### config.mk
export PLATFORM = sky130hd
export DESIGN_NAME = fwsr_host
export DESIGN_NICKNAME = d
export VERILOG_FILES = /design/src/shared/fwsr_pkg.sv /design/src/design/fwsr_host.sv
export SDC_FILE = /design/constraint.sdc
export NUM_CORES = 1
export LEC_CHECK = 0
export BUFFER_PORTS_ARGS = -buffer_cell sky130_fd_sc_hd__buf_2
export CAP_MARGIN = 5
export CORE_ASPECT_RATIO = 1.2
export CORE_MARGIN = 3
export CORE_UTILIZATION = 30
export DETAILED_ROUTE_END_ITERATION = 10
export HOLD_SLACK_MARGIN = 0.06
export PLACE_DENSITY = 0.49
export SYNTH_ARGS = -nofsm -noshare
export SYNTH_HDL_FRONTEND = slang
export SYNTH_SLANG_ARGS = --single-unit
export TNS_END_PERCENT = 5
### constraint.sdc
create_clock -name i_clock -period 2.6 [get_ports i_clock]
set_input_delay 0.52 -clock i_clock [delete_from_list [all_inputs] [get_ports i_clock]]
set_output_delay 0.52 -clock i_clock [all_outputs]
set_load 0.01 [all_outputs]
### src/shared/fwsr_pkg.sv
// Constants and types for the flash write/status host controller
package fwsr_pkg;
    // ==========================================================
    // Widths
    localparam int ADDR_W = 21;
    localparam int DATA_W = 16;
    // ==========================================================
    // Own register map (APB byte offsets)
    localparam logic [7:0] REG_CMD    = 8'h00;
    localparam logic [7:0] REG_ADDR   = 8'h04;
    localparam logic [7:0] REG_WDATA  = 8'h08;
    localparam logic [7:0] REG_STATUS = 8'h0c;
    localparam logic [7:0] REG_RDATA  = 8'h10;
    // Status register bit positions
    localparam int ST_BUSY    = 0;
    localparam int ST_DONE    = 1;
    localparam int ST_FAIL    = 2;
    localparam int ST_REFUSED = 3;
    localparam int ST_BYPASS  = 4;
    localparam int ST_AUTOSEL = 5;
    localparam int ST_READY   = 6;
    // ==========================================================
    // Operations written to REG_CMD
    typedef enum logic [3:0] {
        OP_READ       = 4'h0,
        OP_RESET      = 4'h1,
        OP_AUTOSEL    = 4'h2,
        OP_PROGRAM    = 4'h3,
        OP_BYP_ENTER  = 4'h4,
        OP_BYP_PROG   = 4'h5,
        OP_BYP_RESET  = 4'h6,
        OP_CHIP_ERASE = 4'h7,
        OP_SECT_ERASE = 4'h8,
        OP_SUSPEND    = 4'h9,
        OP_RESUME     = 4'ha,
        OP_CFI        = 4'hb
    } fwsr_op_type;
    // ==========================================================
    // Command cycle addresses and data
    localparam logic [20:0] UNLOCK1_ADDR = 21'h000555;
    localparam logic [20:0] UNLOCK2_ADDR = 21'h0002aa;
    localparam logic [20:0] CFI_ADDR     = 21'h000055;
    localparam logic [15:0] D_UNLOCK1    = 16'h00aa;
    localparam logic [15:0] D_UNLOCK2    = 16'h0055;
    localparam logic [15:0] D_RESET      = 16'h00f0;
    localparam logic [15:0] D_AUTOSEL    = 16'h0090;
    localparam logic [15:0] D_PROG       = 16'h00a0;
    localparam logic [15:0] D_BYPASS     = 16'h0020;
    localparam logic [15:0] D_BYP_EXIT   = 16'h0000;
    localparam logic [15:0] D_ERASE      = 16'h0080;
    localparam logic [15:0] D_CHIP       = 16'h0010;
    localparam logic [15:0] D_SECT       = 16'h0030;
    localparam logic [15:0] D_SUSPEND    = 16'h00b0;
    localparam logic [15:0] D_RESUME     = 16'h0030;
    localparam logic [15:0] D_CFI        = 16'h0098;
    // ==========================================================
    // Status bits on the data pins and poll limits
    localparam int         DQ_TOGGLE1 = 6;
    localparam int         DQ_TIMEOUT = 5;
    localparam logic [1:0] LATE_READS = 2'd2;
endpackage

### src/design/fwsr_host.sv
// Host controller issuing command sequences to a parallel flash and polling status
//
// Decided for this implementation: the APB register port and the register addresses.
`timescale 1ns/1ns
module fwsr_host (
    // Clock and reset
    input  wire logic        i_clock,
    input  wire logic        i_resetn,
    // APB slave
    input  wire logic        i_psel,
    input  wire logic        i_penable,
    input  wire logic        i_pwrite,
    input  wire logic [7:0]  i_paddr,
    input  wire logic [31:0] i_pwdata,
    output logic             o_pready,
    output logic [31:0]      o_prdata,
    output logic             o_pslverr,
    // Flash pins
    output logic             o_flash_ce_n,
    output logic             o_flash_we_n,
    output logic             o_flash_oe_n,
    output logic [20:0]      o_flash_addr,
    output logic [15:0]      o_flash_dq_out,
    output logic             o_flash_dq_oe,
    input  wire logic [15:0] i_flash_dq_in,
    input  wire logic        i_ready_busy_n
);
    // ==========================================================
    // Types
    typedef enum logic [2:0] {
        ST_IDLE   = 3'b000,
        ST_SETUP  = 3'b001,
        ST_ACT    = 3'b010,
        ST_SAMPLE = 3'b011,
        ST_END    = 3'b100
    } fwsr_state_type;
    typedef enum logic [1:0] {
        PH_SEQ     = 2'b00,
        PH_POLL    = 2'b01,
        PH_FINAL   = 2'b10,
        PH_RECOVER = 2'b11
    } fwsr_phase_type;

    // ==========================================================
    // One bus cycle of a sequence: {read, last, address, data}
    function automatic logic [38:0] step_of(input logic [3:0] op, input logic [2:0] i,
                                            input logic [20:0] a, input logic [15:0] d);
        logic [20:0] sa;
        logic [15:0] sd;
        logic        rd;
        logic        last;
        sa   = fwsr_pkg::UNLOCK1_ADDR;
        sd   = fwsr_pkg::D_UNLOCK1;
        rd   = 1'b0;
        last = 1'b0;
        if (i == 3'd1 || i == 3'd4) begin
            sa = fwsr_pkg::UNLOCK2_ADDR;
            sd = fwsr_pkg::D_UNLOCK2;
        end
        case (op)
            fwsr_pkg::OP_READ: begin
                sa = a; rd = 1'b1; last = 1'b1;
            end
            fwsr_pkg::OP_RESET: begin
                sd = fwsr_pkg::D_RESET; last = 1'b1;
            end
            fwsr_pkg::OP_AUTOSEL: begin
                if (i == 3'd2) sd = fwsr_pkg::D_AUTOSEL;
                else if (i == 3'd3) begin
                    sa = a; rd = 1'b1; last = 1'b1;
                end
            end
            fwsr_pkg::OP_PROGRAM: begin
                if (i == 3'd2) sd = fwsr_pkg::D_PROG;
                else if (i == 3'd3) begin
                    sa = a; sd = d; last = 1'b1;
                end
            end
            fwsr_pkg::OP_BYP_ENTER: begin
                if (i == 3'd2) begin
                    sd = fwsr_pkg::D_BYPASS; last = 1'b1;
                end
            end
            fwsr_pkg::OP_BYP_PROG: begin
                if (i == 3'd0) sd = fwsr_pkg::D_PROG;
                else begin
                    sa = a; sd = d; last = 1'b1;
                end
            end
            fwsr_pkg::OP_BYP_RESET: begin
                if (i == 3'd0) sd = fwsr_pkg::D_AUTOSEL;
                else begin
                    sd = fwsr_pkg::D_BYP_EXIT; last = 1'b1;
                end
            end
            fwsr_pkg::OP_CHIP_ERASE, fwsr_pkg::OP_SECT_ERASE: begin
                if (i == 3'd2) sd = fwsr_pkg::D_ERASE;
                else if (i == 3'd5) begin
                    last = 1'b1;
                    if (op == fwsr_pkg::OP_SECT_ERASE) begin
                        sa = a; sd = fwsr_pkg::D_SECT;
                    end else sd = fwsr_pkg::D_CHIP;
                end
            end
            fwsr_pkg::OP_SUSPEND: begin
                sa = a; sd = fwsr_pkg::D_SUSPEND; last = 1'b1;
            end
            fwsr_pkg::OP_RESUME: begin
                sa = a; sd = fwsr_pkg::D_RESUME; last = 1'b1;
            end
            fwsr_pkg::OP_CFI: begin
                sa = fwsr_pkg::CFI_ADDR; sd = fwsr_pkg::D_CFI; last = 1'b1;
            end
            default: last = 1'b1;
        endcase
        return {rd, last, sa, sd};
    endfunction

    // ==========================================================
    // State
    fwsr_state_type state_r;
    fwsr_phase_type phase_r;
    logic [3:0]  op_r;
    logic [2:0]  idx_r;
    logic [20:0] addr_r;
    logic [15:0] wdata_r;
    logic [15:0] rdata_r;
    logic        busy_r, done_r, fail_r, refused_r;
    logic        bypass_r, autosel_r, rb_r;
    logic        first_r, prev_tog_r;
    logic [1:0]  late_r;
    logic        pready_r, pslverr_r;
    logic [31:0] prdata_r;

    // ==========================================================
    // Decode
    wire        apb_setup  = i_psel & ~i_penable;
    wire        apb_access = i_psel & i_penable & pready_r;
    wire        apb_wr     = apb_access & i_pwrite & ~pslverr_r;
    wire        mapped     = (i_paddr == fwsr_pkg::REG_CMD) | (i_paddr == fwsr_pkg::REG_ADDR) |
                             (i_paddr == fwsr_pkg::REG_WDATA) |
                             (i_paddr == fwsr_pkg::REG_STATUS) |
                             (i_paddr == fwsr_pkg::REG_RDATA);
    wire [3:0]  new_op     = i_pwdata[3:0];
    wire        cmd_wr     = apb_wr & (i_paddr == fwsr_pkg::REG_CMD) & ~busy_r;
    // Host-side legality: bypass program only inside bypass, and in autoselect
    // only read, reset or query make sense until a reset is issued
    wire        op_bad     = (new_op > fwsr_pkg::OP_CFI) |
                             ((new_op == fwsr_pkg::OP_BYP_PROG) & ~bypass_r) |
                             (bypass_r & (new_op == fwsr_pkg::OP_PROGRAM)) |
                             (autosel_r & (new_op != fwsr_pkg::OP_RESET) &
                              (new_op != fwsr_pkg::OP_READ) & (new_op != fwsr_pkg::OP_CFI));
    wire        start      = cmd_wr & ~op_bad;
    wire [38:0] step       = step_of(op_r, idx_r, addr_r, wdata_r);
    wire        seq_ph     = (phase_r == PH_SEQ);
    wire        rec_ph     = (phase_r == PH_RECOVER);
    wire        cur_rd     = seq_ph ? step[38] : ~rec_ph;
    wire        cur_last   = step[37];
    wire [20:0] cur_addr   = seq_ph ? step[36:16] :
                             (rec_ph ? fwsr_pkg::UNLOCK1_ADDR : addr_r);
    wire [15:0] cur_data   = seq_ph ? step[15:0] : fwsr_pkg::D_RESET;
    wire        polled     = (op_r == fwsr_pkg::OP_PROGRAM) | (op_r == fwsr_pkg::OP_BYP_PROG) |
                             (op_r == fwsr_pkg::OP_CHIP_ERASE) |
                             (op_r == fwsr_pkg::OP_SECT_ERASE);
    wire        toggling   = rdata_r[fwsr_pkg::DQ_TOGGLE1] ^ prev_tog_r;
    wire        timed_out  = rdata_r[fwsr_pkg::DQ_TIMEOUT];
    wire [31:0] status_w   = {25'h0, rb_r, autosel_r, bypass_r, refused_r, fail_r, done_r,
                              busy_r};
    wire [31:0] rd_mux     = (i_paddr == fwsr_pkg::REG_ADDR)   ? {11'h0, addr_r} :
                             (i_paddr == fwsr_pkg::REG_WDATA)  ? {16'h0, wdata_r} :
                             (i_paddr == fwsr_pkg::REG_STATUS) ? status_w :
                             (i_paddr == fwsr_pkg::REG_RDATA)  ? {16'h0, rdata_r} :
                             {28'h0, op_r};

    // ==========================================================
    // APB slave: answers in the first access cycle
    always_ff @(posedge i_clock or negedge i_resetn) begin
        if (!i_resetn) begin
            pready_r  <= 1'b0;
            pslverr_r <= 1'b0;
            prdata_r  <= 32'h0;
            addr_r    <= 21'h0;
            wdata_r   <= 16'h0;
            rb_r      <= 1'b1;
        end else begin
            pready_r  <= apb_setup;
            pslverr_r <= apb_setup & ~mapped;
            rb_r      <= i_ready_busy_n;
            if (apb_setup) prdata_r <= mapped ? rd_mux : 32'h0;
            if (apb_wr && i_paddr == fwsr_pkg::REG_ADDR && !busy_r) addr_r <= i_pwdata[20:0];
            if (apb_wr && i_paddr == fwsr_pkg::REG_WDATA && !busy_r) wdata_r <= i_pwdata[15:0];
        end
    end

    // ==========================================================
    // Bus cycle engine: setup, strobe low one cycle, release, end
    always_ff @(posedge i_clock or negedge i_resetn) begin
        if (!i_resetn) begin
            state_r <= ST_IDLE;  phase_r <= PH_SEQ;   op_r <= 4'h0;   idx_r <= 3'h0;
            busy_r <= 1'b0;      done_r <= 1'b0;      fail_r <= 1'b0; refused_r <= 1'b0;
            bypass_r <= 1'b0;    autosel_r <= 1'b0;   first_r <= 1'b0;
            prev_tog_r <= 1'b0;  late_r <= 2'h0;      rdata_r <= 16'h0;
            o_flash_ce_n <= 1'b1; o_flash_we_n <= 1'b1; o_flash_oe_n <= 1'b1;
            o_flash_addr <= 21'h0; o_flash_dq_out <= 16'h0; o_flash_dq_oe <= 1'b0;
        end else begin
            case (state_r)
                ST_IDLE: begin
                    if (cmd_wr) refused_r <= op_bad;
                    if (start) begin
                        op_r <= new_op;  idx_r <= 3'h0;   phase_r <= PH_SEQ;
                        busy_r <= 1'b1;  done_r <= 1'b0;  fail_r <= 1'b0;
                        late_r <= 2'h0;  state_r <= ST_SETUP;
                    end
                end
                ST_SETUP: begin
                    o_flash_addr   <= cur_addr;
                    o_flash_dq_out <= cur_data;
                    o_flash_dq_oe  <= ~cur_rd;
                    state_r        <= ST_ACT;
                end
                ST_ACT: begin
                    o_flash_ce_n <= 1'b0;
                    o_flash_we_n <= cur_rd;
                    o_flash_oe_n <= ~cur_rd;
                    state_r      <= ST_SAMPLE;
                end
                ST_SAMPLE: begin
                    o_flash_ce_n <= 1'b1;
                    o_flash_we_n <= 1'b1;
                    o_flash_oe_n <= 1'b1;
                    if (cur_rd) rdata_r <= i_flash_dq_in;
                    state_r <= ST_END;
                end
                ST_END: begin
                    o_flash_dq_oe <= 1'b0;
                    state_r       <= ST_SETUP;
                    case (phase_r)
                        PH_SEQ: begin
                            if (!cur_last) idx_r <= idx_r + 3'h1;
                            else if (polled) begin
                                phase_r <= PH_POLL;
                                first_r <= 1'b1;
                            end else begin
                                state_r <= ST_IDLE; busy_r <= 1'b0; done_r <= 1'b1;
                                if (op_r == fwsr_pkg::OP_AUTOSEL) autosel_r <= 1'b1;
                                if (op_r == fwsr_pkg::OP_RESET) autosel_r <= 1'b0;
                                if (op_r == fwsr_pkg::OP_BYP_ENTER) bypass_r <= 1'b1;
                                if (op_r == fwsr_pkg::OP_BYP_RESET) bypass_r <= 1'b0;
                            end
                        end
                        PH_POLL: begin
                            first_r    <= 1'b0;
                            prev_tog_r <= rdata_r[fwsr_pkg::DQ_TOGGLE1];
                            // Toggle compare, not the polling bit, so a late
                            // settling of bit 7 cannot end the poll early
                            if (!first_r && !toggling) phase_r <= PH_FINAL;
                            else if (!first_r && timed_out) begin
                                late_r <= late_r + 2'h1;
                                if (late_r == fwsr_pkg::LATE_READS - 2'h1)
                                    phase_r <= PH_RECOVER;
                            end
                        end
                        PH_FINAL: begin
                            state_r <= ST_IDLE; busy_r <= 1'b0; done_r <= 1'b1;
                        end
                        default: begin
                            state_r <= ST_IDLE; busy_r <= 1'b0; fail_r <= 1'b1;
                            autosel_r <= 1'b0;
                        end
                    endcase
                end
                default: state_r <= ST_IDLE;
            endcase
        end
    end

    assign o_pready  = pready_r;
    assign o_prdata  = prdata_r;
    assign o_pslverr = pslverr_r;
endmodule // fwsr_host

==> flow_summary.ini <==
[worst_setup_path]
endpoint_kind = register
crit_arrival_ps = 2730
timing.rr.end = phase_r[1]
critPathMaxStageDelay_ps = 530
worst_path_max_delay_cell = or4_4
crit_type = register to register
r2r_cells = 9
path_delay_family = simple AND/OR/NAND/NOR gates
worstPathMaxFanout = 5
cp-start-kind = register
r2r-start = idx_r[0]
cp_num_buf_inv = 2
cp.required_ps = 2900
reg2reg_slack_ps = 170
cp_cell_sequence = inv_1 > ha_1 > buf_4 > nand2b_1 > and4b_1 > or4_4 > a21boi_2 > o31a_1 > mux2_1

[timing]
relSlewSlack_pct = 56.3
holdWs_ps = 64.7
tightestPinTransition_ps = 651
fmax_ghz = 0.412
rsz0062_at_grt = no
finalClockSkew_ps = 9.94
fin_crit_ps = 2430
setup_viol = 0
slew_violations = 0
finalHoldViolations = 0
fin_crit_sh_pct = 93.5

[grt]
grt_pass1_vias = 6086
antenna_found_initial = 0
grt_usage_pct = 17.4
overflow = 0
grt_pass1_wl_mm = 34.8
grt_start_max_net_pins = 54

[detailed_routing]
routed_wl_mm = 22.0
num_vias = 5929
drt-wirelength-per-cell_um = 18.9
drt.antenna.violating_nets = 0
drc_errors = 0
dr.pass1.iters = 5
first_iter_violations = 392
via_per_inst = 5.09

[worst_hold_path]
hp-class = input port to async pin

[place]
io_buffer_count = 114
place_hpwl_mm = 16.6
gp_congestion = 0.915

[clocking]
cts_resized = 0
cts_max_level = 4
postCtsSetupBuffers = 0
clk_latency_ps = 420
cts_tree = done
clk_pin_slew_ps = 60
hold_buffers = 0
cts_sinks = 140
numCtsBuffers = 17
cts_max_path_buffers = 2
cts-root-buf = clkbuf_16

[die]
start_util_pct = 30.6
coreArea_sq_mm = 0.0232
io_pins = 137
dieWidth_um = 146
placementRows = 61
die_area_sq_mm = 0.0256
die_y_um = 175

[logic_synthesis]
synth_compound_area_share_pct = 16.9
synthesis.area_sq_mm = 0.00710
synthFlopType = dfrtp_1
synth_top_family_by_area = compound AO/OA/AOI/OAI gates
synth_edf_count = 0
synth_adder_area_share_pct = 1.94
ys_types = 68
synthXorXnorAreaFrac_pct = 0.247
synthMuxAreaShare_pct = 12.0
yosysSeqAreaShare_pct = 49.4
synth-simple-area-share_pct = 14.5
async_flop_share_pct = 100
synth_area_per_cell_sq_um = 10.4
syn_inst = 685
yosys_warnings = 0
ys_seq_elements = 140

[final_layout]
fillCellCount = 2392
diodes = 0
layout-drive-gt1-share_pct = 34.5
synthToLayoutAreaGrowth_pct = 25.6
nets = 909

[pwr]
ir_drop_mv = 0.412
p_leak_nw = 4.33
p_per_area_mw_per_mm2 = 710
finalPower_mw = 6.33

[run]
maxCapViolCount = 0

[status]
status = finished clean
==> cell type report <==
class	instances	area, sq um	area share, %
Sequential cell	140	3510	39.3
Multi-Input combinational cell	482	3300	37.0
Timing Repair Buffer	178	1110	12.4
Clock buffer	19	443	4.96
Tap cell	315	394	4.42
Clock inverter	13	105	1.18
Inverter	17	63.8	0.715
==> state kept, by name, indices dropped and copies added (netlist names), 2 cells and up <==
| name | flops |
|---|---|
| addr_r | 21 |
| idx_r | 3 |
| late_r | 2 |
| o_flash_addr | 21 |
| o_flash_dq_out | 16 |
| o_prdata | 21 |
| op_r | 4 |
| phase_r | 2 |
| rdata_r | 16 |
| state_r | 3 |
| wdata_r | 16 |
==> per-layer routing <==
layer	up-vias	part of all wire, %	track usage [%]
li1	2784	-	-
met1	2931	42	21.1
met3	41	4.3	3.39
met2	173	50	30.5
met4	0	3.0	6.78
met5	-	0	0
==> cell families (layout without fill, tap and decap cells) <==
family	after synthesis	in the layout
other cells	1	11
fa+ha+maj	11	11
xor+xnor	2	2
flops	140	140
compound gates	171	171
mux	77	77
buf+inv	73	227
simple gates	210	210
==> layout by cell type, fill, tap and decap left out, types with 4 or more instances in the layout <==
cell type / synthesis / layout
nor3b_1: 7 / 6
nor2b_1: 10 / 9
ha_1: 11 / 11
mux2i_1: 9 / 9
nor3_1: 8 / 8
a22o_1: 22 / 22
dfstp_2: 4 / 4
a22oi_1: 5 / 5
nand2_1: 75 / 75
o21ai_0: 43 / 43
dfrtp_1: 136 / 136
nand3_1: 20 / 20
inv_6: 0 / 5
a221o_1: 5 / 5
a31oi_1: 5 / 5
nand2b_1: 8 / 8
mux2_2: 66 / 66
a21oi_1: 30 / 30
a21o_1: 5 / 5
o211ai_1: 10 / 10
inv_1: 16 / 16
buf_4: 12 / 60
nor2_1: 46 / 45
buf_12: 0 / 4
and3_1: 8 / 8
conb_1: 1 / 11
a222oi_1: 9 / 9
and2_1: 6 / 6
a221oi_1: 4 / 4
clkbuf_16: 0 / 17
buf_2: 10 / 113
==> worst reg2reg max path: stages, from the launching register on <==
cell and delay (ps):
dfrtp_1 430, inv_1 110, ha_1 170, buf_4 130, nand2b_1 70, and4b_1 220
or4_4 530, a21boi_2 160, o31a_1 190, mux2_1 330
==> worst max path at each step <==
stage | from | to | slack, ps | cells after the start
after floorplan | i_paddr[1] | wdata_r[10] | 30 | 8
after global placement | i_paddr[1] | phase_r[1] | -160 | 7
after detailed placement | i_paddr[1] | phase_r[1] | -170 | 7
after CTS | idx_r[0] | phase_r[1] | 40 | 8
after global routing | idx_r[0] | phase_r[1] | 40 | 9
final | idx_r[0] | phase_r[1] | 170 | 9
==> cells in the mapped netlist (all sizes together), types with 3 or more instances <==
| cell type | instances | area share [%] |
|---|---|---|
| nor2b | 10 | 0.88 |
| o32ai | 3 | 0.48 |
| nor3 | 9 | 0.79 |
| a21boi | 3 | 0.37 |
| a41oi | 3 | 0.37 |
| a21o | 5 | 0.53 |
| a22o | 22 | 2.7 |
| a22oi | 5 | 0.53 |
| o21ai | 43 | 3.0 |
| o211ai | 10 | 1.1 |
| nand2b | 8 | 0.70 |
| ha | 11 | 1.9 |
| dfrtp | 136 | 48 |
| dfstp | 4 | 1.5 |
| a211oi | 3 | 0.32 |
| and3 | 8 | 0.70 |
| clkbuf | 32 | 1.7 |
| nand4 | 3 | 0.26 |
| nor3b | 7 | 0.74 |
| a31oi | 5 | 0.44 |
| or4 | 4 | 0.42 |
| a32oi | 3 | 0.37 |
| a221oi | 4 | 0.49 |
| inv | 16 | 0.85 |
| buf | 24 | 2.3 |
| a21oi | 30 | 2.1 |
| nand3 | 20 | 1.4 |
| mux2i | 9 | 1.3 |
| mux2 | 68 | 11 |
| a221o | 5 | 0.70 |
| a222oi | 9 | 1.3 |
| nand2 | 75 | 4.0 |
| nor2 | 46 | 2.4 |
| and2 | 6 | 0.53 |
==> stage by stage <==
step                setup TNS [ps]  std cells  instance area, sq um  setup slack (ps)  utilization [%]
floorplan                        0        695                  7140              29.1                -
global placement             -1090       1132                  8370              -158             36.1
detailed placement           -1200       1132                  8370              -175             36.1
CTS                              0       1164                  8910              37.1             38.4
global route                     0       1164                  8920              41.6             38.5
finish                           0       1164                  8920               170             38.5
==> power by group <==
part | switching (mW) | internal [mW] | total (mW)
clock | 1.00 | 1.26 | 2.27
sequential | 0.236 | 2.48 | 2.71
combinational | 0.768 | 0.587 | 1.36
total | 2.00 | 4.33 | 6.33
Note: power is estimated with default switching activity, not from simulation.
